===== config.mk =====
export PLATFORM = sky130hd
export DESIGN_NAME = ect_event_counter_timer
export DESIGN_NICKNAME = d
export VERILOG_FILES = /design/src/core/ect_pkg.sv /design/src/core/ect_event_counter_timer.sv
export SDC_FILE = /design/constraint.sdc
export NUM_CORES = 1
export LEC_CHECK = 0
export ABC_CLOCK_PERIOD_IN_PS = 7600
export CAP_MARGIN = 20
export CORE_ASPECT_RATIO = 0.5
export CORE_UTILIZATION = 40
export DETAILED_ROUTE_END_ITERATION = 10
export DONT_BUFFER_PORTS = 1
export PLACE_DENSITY_LB_ADDON = 0.2
export SYNTH_ARGS = -nofsm -noshare
export SYNTH_HDL_FRONTEND = slang
export SYNTH_SLANG_ARGS = --single-unit

===== constraint.sdc =====
create_clock -name sys_clk -period 7.6 [get_ports sys_clk]
set_input_delay 0.76 -clock sys_clk [delete_from_list [all_inputs] [get_ports sys_clk]]
set_output_delay 0.76 -clock sys_clk [all_outputs]
set_load 0.03 [all_outputs]

===== src/core/ect_pkg.sv =====
package ect_pkg;

    // clock and microsecond tick timing
    localparam int CLK_PERIOD_NS = 10;
    localparam int TICK_PERIOD_NS = 1000;
    localparam int US_CYCLES = TICK_PERIOD_NS / CLK_PERIOD_NS;

    // register byte offsets
    localparam logic [7:0] OFF_CNT_CFG = 8'h00;
    localparam logic [7:0] OFF_CNT_LIMIT = 8'h04;
    localparam logic [7:0] OFF_COMMAND = 8'h08;
    localparam logic [7:0] OFF_CNT_LIVE = 8'h0c;
    localparam logic [7:0] OFF_CNT_CAPT = 8'h10;
    localparam logic [7:0] OFF_TMR_CFG = 8'h14;
    localparam logic [7:0] OFF_TMR_LEN = 8'h18;
    localparam logic [7:0] OFF_TMR_ELAPSED = 8'h1c;
    localparam logic [7:0] OFF_TMR_STATE = 8'h20;

    // field positions in the configuration and command words
    localparam int CFG_MODE_BIT = 0;
    localparam int CFG_LAUNCH_LSB = 4;
    localparam int CFG_CLEAR_LSB = 8;
    localparam int CFG_INCR_LSB = 12;
    localparam int CFG_EDGE_LSB = 16;
    localparam int CFG_UNIT_LSB = 20;
    localparam int CMD_CNT_BIT = 0;
    localparam int CMD_TMR_BIT = 1;

    // source codes shared by launch, clear and increment selects
    localparam logic [3:0] SRC_OFF = 4'h0;
    localparam logic [3:0] SRC_EXP_BEGIN = 4'h1;
    localparam logic [3:0] SRC_EXP_FINISH = 4'h2;
    localparam logic [3:0] SRC_RD_BEGIN = 4'h3;
    localparam logic [3:0] SRC_RD_FINISH = 4'h4;
    localparam logic [3:0] SRC_FRAME_BEGIN = 4'h5;
    localparam logic [3:0] SRC_ACC_TRIGGER = 4'h6;
    localparam logic [3:0] SRC_LINE = 4'h7;
    localparam logic [3:0] SRC_TICK = 4'h8;
    localparam logic [3:0] SRC_CNT_END = 4'h9;
    localparam logic [3:0] SRC_TMR_END = 4'ha;
    localparam int NSRC = 11;

    // line edge codes
    localparam logic [1:0] EDGE_UP = 2'h0;
    localparam logic [1:0] EDGE_DOWN = 2'h1;
    localparam logic [1:0] EDGE_EITHER = 2'h2;

    // reset values
    localparam logic [31:0] CNT_LIMIT_RST = 32'hffff_ffff;
    localparam logic [31:0] TMR_LEN_RST = 32'h0000_0001;

    // interval unit states
    typedef enum logic [1:0] {
        TMR_IDLE,
        TMR_WAITING,
        TMR_RUNNING,
        TMR_DONE
    } ect_tmr_e;

endpackage


===== src/core/ect_event_counter_timer.sv =====
`timescale 1ns/100ps

module ect_event_counter_timer
    import ect_pkg::*;
#(
    parameter int CNT_W = 32
)
(
    input wire logic sys_clk,
    input wire logic reset,
    input wire logic hsel,
    input wire logic [31:0] haddr,
    input wire logic [1:0] htrans,
    input wire logic hwrite,
    input wire logic [2:0] hsize,
    input wire logic [31:0] hwdata,
    input wire logic hready,
    output logic hreadyout,
    output logic [31:0] hrdata,
    output logic hresp,
    input wire logic exposureBeginEvent,
    input wire logic exposureFinishEvent,
    input wire logic readoutBeginEvent,
    input wire logic readoutFinishEvent,
    input wire logic frameBeginEvent,
    input wire logic acceptedFrameTrigger,
    input wire logic cameraControlLineOne,
    output logic microsecondTick,
    output logic countLimitReachedEvent,
    output logic intervalEndEvent
);

    localparam int NIN = 7;
    localparam int DIV_W = $clog2(US_CYCLES);
    localparam int TICK_GAP = US_CYCLES;
    localparam logic [DIV_W-1:0] DIV_LAST = DIV_W'(US_CYCLES - 1);

    typedef struct packed {
        logic [NIN-1:0] sync1;
        logic [NIN-1:0] sync2;
        logic [NIN-1:0] sync3;
        logic [DIV_W-1:0] divCnt;
        logic tick;
        logic addrValid;
        logic addrWrite;
        logic [7:0] addrOff;
        logic [31:0] rdata;
        logic cntMode;
        logic [3:0] cntLaunch;
        logic [3:0] cntClear;
        logic [3:0] cntIncr;
        logic [1:0] cntEdge;
        logic [CNT_W-1:0] cntLimit;
        logic [CNT_W-1:0] cntValue;
        logic [CNT_W-1:0] cntCapt;
        logic cntRun;
        logic cntEnd;
        logic tmrMode;
        logic [3:0] tmrLaunch;
        logic [1:0] tmrEdge;
        logic [CNT_W-1:0] tmrLen;
        logic [CNT_W-1:0] tmrValue;
        ect_tmr_e tmrState;
        logic tmrEnd;
    } ect_state_s;

    ect_state_s state_reg;
    ect_state_s state_next;
    logic [NIN-1:0] rise;
    logic [NIN-1:0] fall;
    logic [NSRC-1:0] cntEvt;
    logic [NSRC-1:0] tmrEvt;
    logic cStart;
    logic cClr;
    logic cInc;
    logic tStart;
    logic wrEn;
    logic cmdCnt;
    logic cmdTmr;
    logic addrTake;
    logic [CNT_W-1:0] cntPlus;
    logic [CNT_W-1:0] tmrPlus;

    // pick the edge the selected activation asks for
    function automatic logic lineEdge(input logic [1:0] sel,
                                      input logic up, input logic down);
        logic hit;
        hit = 1'b0;
        case (sel)
            EDGE_UP: hit = up;
            EDGE_DOWN: hit = down;
            EDGE_EITHER: hit = up | down;
            default: hit = 1'b0;
        endcase
        return hit;
    endfunction

    // select one event pulse by source code, unknown codes give none
    function automatic logic pickSrc(input logic [NSRC-1:0] vec,
                                     input logic [3:0] sel);
        logic hit;
        hit = 1'b0;
        if (int'(sel) < NSRC)
        begin
            hit = vec[sel];
        end
        return hit;
    endfunction

    // edges seen on the synchronised inputs
    assign rise = state_reg.sync2 & ~state_reg.sync3;
    assign fall = ~state_reg.sync2 & state_reg.sync3;

    // event vectors indexed by source code
    assign cntEvt = {state_reg.tmrEnd, state_reg.cntEnd, state_reg.tick,
        lineEdge(state_reg.cntEdge, rise[6], fall[6]),
        rise[5:0], 1'b0};
    assign tmrEvt = {state_reg.tmrEnd, state_reg.cntEnd, state_reg.tick,
        lineEdge(state_reg.tmrEdge, rise[6], fall[6]),
        rise[5:0], 1'b0};
    assign cStart = pickSrc(cntEvt, state_reg.cntLaunch);
    assign cClr = pickSrc(cntEvt, state_reg.cntClear);
    assign cInc = pickSrc(cntEvt, state_reg.cntIncr);
    assign tStart = (state_reg.tmrLaunch == SRC_OFF) ? cmdTmr
        : pickSrc(tmrEvt, state_reg.tmrLaunch);
    assign cntPlus = state_reg.cntValue + 1'b1;
    assign tmrPlus = state_reg.tmrValue + 1'b1;

    // bus data phase decode; the slave never inserts wait states
    assign wrEn = state_reg.addrValid & state_reg.addrWrite;
    assign cmdCnt = wrEn & (state_reg.addrOff == OFF_COMMAND)
        & hwdata[CMD_CNT_BIT];
    assign cmdTmr = wrEn & (state_reg.addrOff == OFF_COMMAND)
        & hwdata[CMD_TMR_BIT];
    assign addrTake = hsel & hready & htrans[1];
    assign hreadyout = 1'b1;
    assign hresp = 1'b0;
    assign hrdata = state_reg.rdata;
    assign microsecondTick = state_reg.tick;
    assign countLimitReachedEvent = state_reg.cntEnd;
    assign intervalEndEvent = state_reg.tmrEnd;

    // next state of the whole block
    always_comb
    begin
        state_next = state_reg;
        // input synchroniser chain and microsecond divider
        state_next.sync1 = {cameraControlLineOne, acceptedFrameTrigger,
            frameBeginEvent, readoutFinishEvent, readoutBeginEvent,
            exposureFinishEvent, exposureBeginEvent};
        state_next.sync2 = state_reg.sync1;
        state_next.sync3 = state_reg.sync2;
        state_next.tick = 1'b0;
        if (state_reg.divCnt == DIV_LAST)
        begin
            state_next.divCnt = '0;
            state_next.tick = 1'b1;
        end
        else
        begin
            state_next.divCnt = state_reg.divCnt + 1'b1;
        end

        // register writes in the data phase
        if (wrEn)
        begin
            case (state_reg.addrOff)
                OFF_CNT_CFG:
                begin
                    state_next.cntMode = hwdata[CFG_MODE_BIT];
                    state_next.cntLaunch = hwdata[CFG_LAUNCH_LSB +: 4];
                    state_next.cntClear = hwdata[CFG_CLEAR_LSB +: 4];
                    state_next.cntIncr = hwdata[CFG_INCR_LSB +: 4];
                    state_next.cntEdge = hwdata[CFG_EDGE_LSB +: 2];
                end
                OFF_CNT_LIMIT: state_next.cntLimit = CNT_W'(hwdata);
                OFF_TMR_CFG:
                begin
                    state_next.tmrMode = hwdata[CFG_MODE_BIT];
                    if (!state_reg.tmrMode)
                    begin
                        state_next.tmrLaunch = hwdata[CFG_LAUNCH_LSB +: 4];
                        state_next.tmrEdge = hwdata[CFG_EDGE_LSB +: 2];
                    end
                end
                OFF_TMR_LEN:
                begin
                    if (!state_reg.tmrMode)
                    begin
                        state_next.tmrLen = CNT_W'(hwdata);
                    end
                end
                default: ;
            endcase
        end

        // event counter
        state_next.cntEnd = 1'b0;
        if (!state_reg.cntMode)
        begin
            state_next.cntRun = 1'b0;
        end
        else if (cmdCnt)
        begin
            state_next.cntCapt = state_reg.cntValue;
            state_next.cntValue = '0;
            state_next.cntRun = 1'b1;
        end
        else
        begin
            if (!state_reg.cntRun && state_reg.cntLaunch == SRC_CNT_END)
            begin
                state_next.cntRun = 1'b1;
            end
            else if (!state_reg.cntRun && state_reg.cntLaunch != SRC_OFF
                && cStart)
            begin
                state_next.cntRun = 1'b1;
            end
            if (state_reg.cntRun && cInc)
            begin
                state_next.cntValue = cntPlus;
                if (cntPlus == state_reg.cntLimit)
                begin
                    state_next.cntEnd = 1'b1;
                    // a self launched counter never stops on its end
                    if (state_reg.cntClear != SRC_CNT_END
                        && state_reg.cntLaunch != SRC_CNT_END)
                    begin
                        state_next.cntRun = 1'b0; // failsafe stop
                    end
                end
            end
            if (cClr)
            begin
                // capture the count held before the clear
                state_next.cntCapt = state_reg.cntValue;
                state_next.cntValue = '0;
                state_next.cntRun = state_reg.cntLaunch == SRC_CNT_END;
            end
        end

        // interval unit, counting microsecond ticks up to its length
        state_next.tmrEnd = 1'b0;
        if (!state_reg.tmrMode)
        begin
            state_next.tmrState = TMR_IDLE;
            state_next.tmrValue = '0;
        end
        else
        begin
            unique case (state_reg.tmrState)
                TMR_IDLE:
                begin
                    if (state_reg.tmrLaunch != SRC_OFF)
                    begin
                        state_next.tmrState = TMR_WAITING;
                    end
                    else if (cmdTmr)
                    begin
                        state_next.tmrState = TMR_RUNNING;
                        state_next.tmrValue = '0;
                    end
                end
                TMR_WAITING:
                begin
                    if (tStart)
                    begin
                        state_next.tmrState = TMR_RUNNING;
                        state_next.tmrValue = '0;
                    end
                end
                TMR_RUNNING:
                begin
                    if (cmdTmr)
                    begin
                        state_next.tmrValue = '0;
                        if (state_reg.tmrLaunch != SRC_OFF)
                        begin
                            state_next.tmrState = TMR_WAITING;
                        end
                    end
                    else if (state_reg.tick)
                    begin
                        state_next.tmrValue = tmrPlus;
                        if (tmrPlus >= state_reg.tmrLen)
                        begin
                            state_next.tmrState = TMR_DONE;
                            state_next.tmrEnd = 1'b1;
                        end
                    end
                end
                TMR_DONE:
                begin
                    if (tStart)
                    begin
                        state_next.tmrState = TMR_RUNNING;
                        state_next.tmrValue = '0;
                    end
                end
            endcase
        end

        // address phase capture and read data for the next data phase
        state_next.addrValid = addrTake;
        state_next.addrWrite = hwrite;
        state_next.addrOff = haddr[7:0];
        if (addrTake && !hwrite)
        begin
            case (haddr[7:0])
                OFF_CNT_CFG: state_next.rdata = 32'({state_reg.cntEdge,
                    state_reg.cntIncr, state_reg.cntClear,
                    state_reg.cntLaunch, 3'h0, state_reg.cntMode});
                OFF_CNT_LIMIT: state_next.rdata = 32'(state_reg.cntLimit);
                OFF_CNT_LIVE:
                    state_next.rdata = 32'(state_reg.cntValue);
                OFF_CNT_CAPT: state_next.rdata = 32'(state_reg.cntCapt);
                OFF_TMR_CFG: state_next.rdata = 32'({state_reg.tmrEdge,
                    8'h00, state_reg.tmrLaunch, 3'h0, state_reg.tmrMode});
                OFF_TMR_LEN: state_next.rdata = 32'(state_reg.tmrLen);
                OFF_TMR_ELAPSED:
                    state_next.rdata = 32'(state_reg.tmrValue);
                OFF_TMR_STATE: state_next.rdata = 32'(state_reg.tmrState);
                default: state_next.rdata = 32'h0000_0000;
            endcase
        end
    end

    // state register
    always_ff @(posedge sys_clk or posedge reset)
    begin
        if (reset)
        begin
            state_reg <= '0;
            state_reg.cntLimit <= CNT_W'(CNT_LIMIT_RST);
            state_reg.tmrLen <= CNT_W'(TMR_LEN_RST);
        end
        else
        begin
            state_reg <= state_next;
        end
    end
endmodule


==> flow_summary.toml <==
[die]
core_area_um2 = 36000
initial_utilization = 0.408
die_area_um2 = 37500
die_w_um = 273
placementRows = 49
pin_count = 118
die_h_um = 138

[critical_path]
r2r-start = "state_reg[3]$_DFFE_PP0P_"
cp_num_buf_inv = 1
cp_cell_sequence = "ha_1, and4_1, nand4_1, nor3_1, nand4_1, xnor2_1, ha_1, a21o_1, a21oi_1, a2bb2oi_1, a21oi_1, a2111oi_1, buf_2, o21ai_0"
endpoint = "state_reg[1]$_DFFE_PP0P_"
slowest_stage = "nor3_1"
cp.required_ns = 7.99
rr_endpoint = "state_reg[1]$_DFFE_PP0P_"
crit_path_end_kind = "flip-flop"
cp_max_fo = 9
start_kind = "flip-flop"
crit_arrival_ns = 5.05
r2r_slack_ns = 2.94
critical_path_class = "flip-flop to flip-flop"
crit_family = "simple AND/OR/NAND/NOR gates"
startpoint = "state_reg[3]$_DFFE_PP0P_"
reg2reg_depth = 14
cp_slowest_stage_delay_ns = 0.89
path_depth = 14

[placement]
dp_hpwl_um = 31500
routabilityCongestion = 0.928
port_buffers = 0

[sta]
final.min_clock_period_ns = 4.66
slew-limit-headroom = 0.222
slew_viol_final = 0
fin_crit_sh = 0.613
grt_setup_unrepaired = "no"
hold_violations = 0
setup_viol = 0
timing.fmax_mhz = 215
tightest_slew_ns = 1.16
setup-tns-final_ns = 0
finClkSkew_ns = 0.0155

[clock_tree]
cts-root-buf = "clkbuf_16"
post-cts-setup-buffers = 0
cts_tree = "built"
clock_sinks = 258
cts_repair_resize_count = 0
clock_latency_ns = 0.56
cts_buffer_depth = 3
clk_pin_slew_ns = 0.07
cts_buffers = 26
htree_levels = 1
ctsHoldBuffers = 0

[global_route]
grt_max_degree = 163
grt_pass1_vias = 11081
track_usage = 0.239
grt_pass1_wl_um = 67800
overflow = 0
antenna_found_initial = 1

[synth]
synthTopCellsByArea = "dfrtp_1, mux2_2, dfstp_2"
yosysSeqAreaShare = 0.442
yosysUniqueCellTypes = 79
syn_area_um2 = 14700
synthMuxAreaShare = 0.103
synthCells = 1482
yosysTopAreaCell = "dfrtp_1"
async_reset_ff_frac = 1.00
synth_compound_area_frac = 0.168
syn_nets = 1600
synthAdderAreaFrac = 0.0315
ys.flop_type = "dfrtp_1"
syn_avg_cell_area_um2 = 9.91
ys_ff_latch = 258
synthXorXnorAreaFrac = 0.0477
yosysWarningCount = 0
yosysTopAreaCellShare = 0.383
synth_top_family_by_area = "compound AO/OA/AOI/OAI gates"
synth_edf_count = 0
yosys.area_share.simple = 0.147

[route]
wl_um = 44400
detail-route-antenna-nets = 0
drc = 0
dr.pass1.iters = 5
drt_iter0_drc = 963
vias = 11248
viasPerCell = 5.92
post_drt_wl_per_cell_um = 23.3

[power_and_ir_drop]
power_density_nw_per_um2 = 204
ir_drop_mv = 0.185
p_leak_uw = 0.00681
p_total_uw = 3220

[layout]
drive_gt1_frac = 0.161
num-nets-final = 1514
largest_reg_flops = 209
area_growth_pct = 7.36

[run]
drv_cap = 0

[run_status]
status = "finished, final reports clean"

[min_path]
hold_path.class = "input pin to asynchronous set/reset pin"
## metal layers
| metal | part of all wire | global-route usage | up-vias |
|---|---|---|---|
| met4 | 0.024 | 0.0618 | 0 |
| met5 | 0 | 0 | - |
| met3 | 0.068 | 0.0411 | 61 |
| met2 | 0.45 | 0.377 | 369 |
| met1 | 0.46 | 0.339 | 5679 |
| li1 | - | - | 5139 |
## synthesized netlist by cell type (10+ instances only)
cell type / n
dfrtp_1: 225
nand2_1: 129
o21ai_0: 126
mux2_2: 94
nor2_1: 71
a21oi_1: 64
clkbuf_1: 56
inv_1: 53
xnor2_1: 52
a22o_1: 46
buf_4: 37
ha_1: 37
mux2i_1: 35
nand3_1: 35
a22oi_1: 34
dfstp_2: 33
buf_2: 30
nand4_1: 30
xor2_1: 28
and3_1: 22
nor3_1: 22
a21o_1: 17
a31oi_1: 14
nand2b_1: 14
nor2b_1: 12
and4_1: 11
o211ai_1: 10
## cell type report
class                           count  area, um2
Antenna cell                        1       2.50
Clock buffer                       32        734
Tap cell                          484        606
Clock inverter                     16        223
Timing Repair Buffer               17        158
Sequential cell                   258       6500
Multi-Input combinational cell   1040       7350
Inverter                           53        203
Fill cell                        3435      20300
## where the power goes
part | switching, uW | total (uW) | internal, uW
sequential | 78.8 | 1520 | 1440
clock | 589 | 1450 | 859
combinational | 139 | 248 | 108
total | 807 | 3220 | 2410
## kinds of logic (layout without fill, tap and decap cells)
| kind of cell | Yosys count | in the layout |
|---|---|---|
| xor gates and xnor gates | 80 | 80 |
| adders and majority gates | 37 | 37 |
| and+or+nand+nor | 411 | 411 |
| buffers and inverters | 184 | 118 |
| DFF | 258 | 258 |
| other | 2 | 3 |
| AOI/OAI and AO/OA | 375 | 375 |
| muxes | 135 | 135 |
## through the flow
stage	worst slack (ns)	cells	hold slack, ns	util	cell area [um2]
final	2.94	1901	0.194	0.438	15800
after detailed placement	3.07	1851	0.336	0.410	14800
after CTS	3.05	1899	0.209	0.437	15800
after global placement	2.29	1849	0.336	0.410	14800
after floorplan	3.47	1482	0.331	-	14700
after global routing	2.53	1900	0.218	0.437	15800
## placed cells by master, fill, tap and decap left out, drive strengths merged, types with 34 or more instances in the layout
cell type / instances
nor2: 71
mux2: 97
mux2i: 35
a22oi: 34
inv: 52
a22o: 46
nand3: 38
o21ai: 128
xnor2: 52
nand2: 129
a21oi: 64
dfrtp: 225
ha: 37
## worst min path at each step
stage                         startpoint  depth (start not counted)                   endpoint
2_1_floorplan  state_next[244]$_DFF_PP0_                          0  state_next[237]$_DFF_PP0_
3_3_place_gp   state_next[248]$_DFF_PP0_                          0  state_next[241]$_DFF_PP0_
3_5_place_dp   state_next[249]$_DFF_PP0_                          0  state_next[242]$_DFF_PP0_
4_1_cts                            reset                          1  state_reg[61]$_DFFE_PP0P_
5_1_grt             acceptedFrameTrigger                          0  state_next[249]$_DFF_PP0_
6_report                           reset                          1  state_reg[61]$_DFFE_PP0P_
Note: power is estimated with default switching activity, not from simulation.
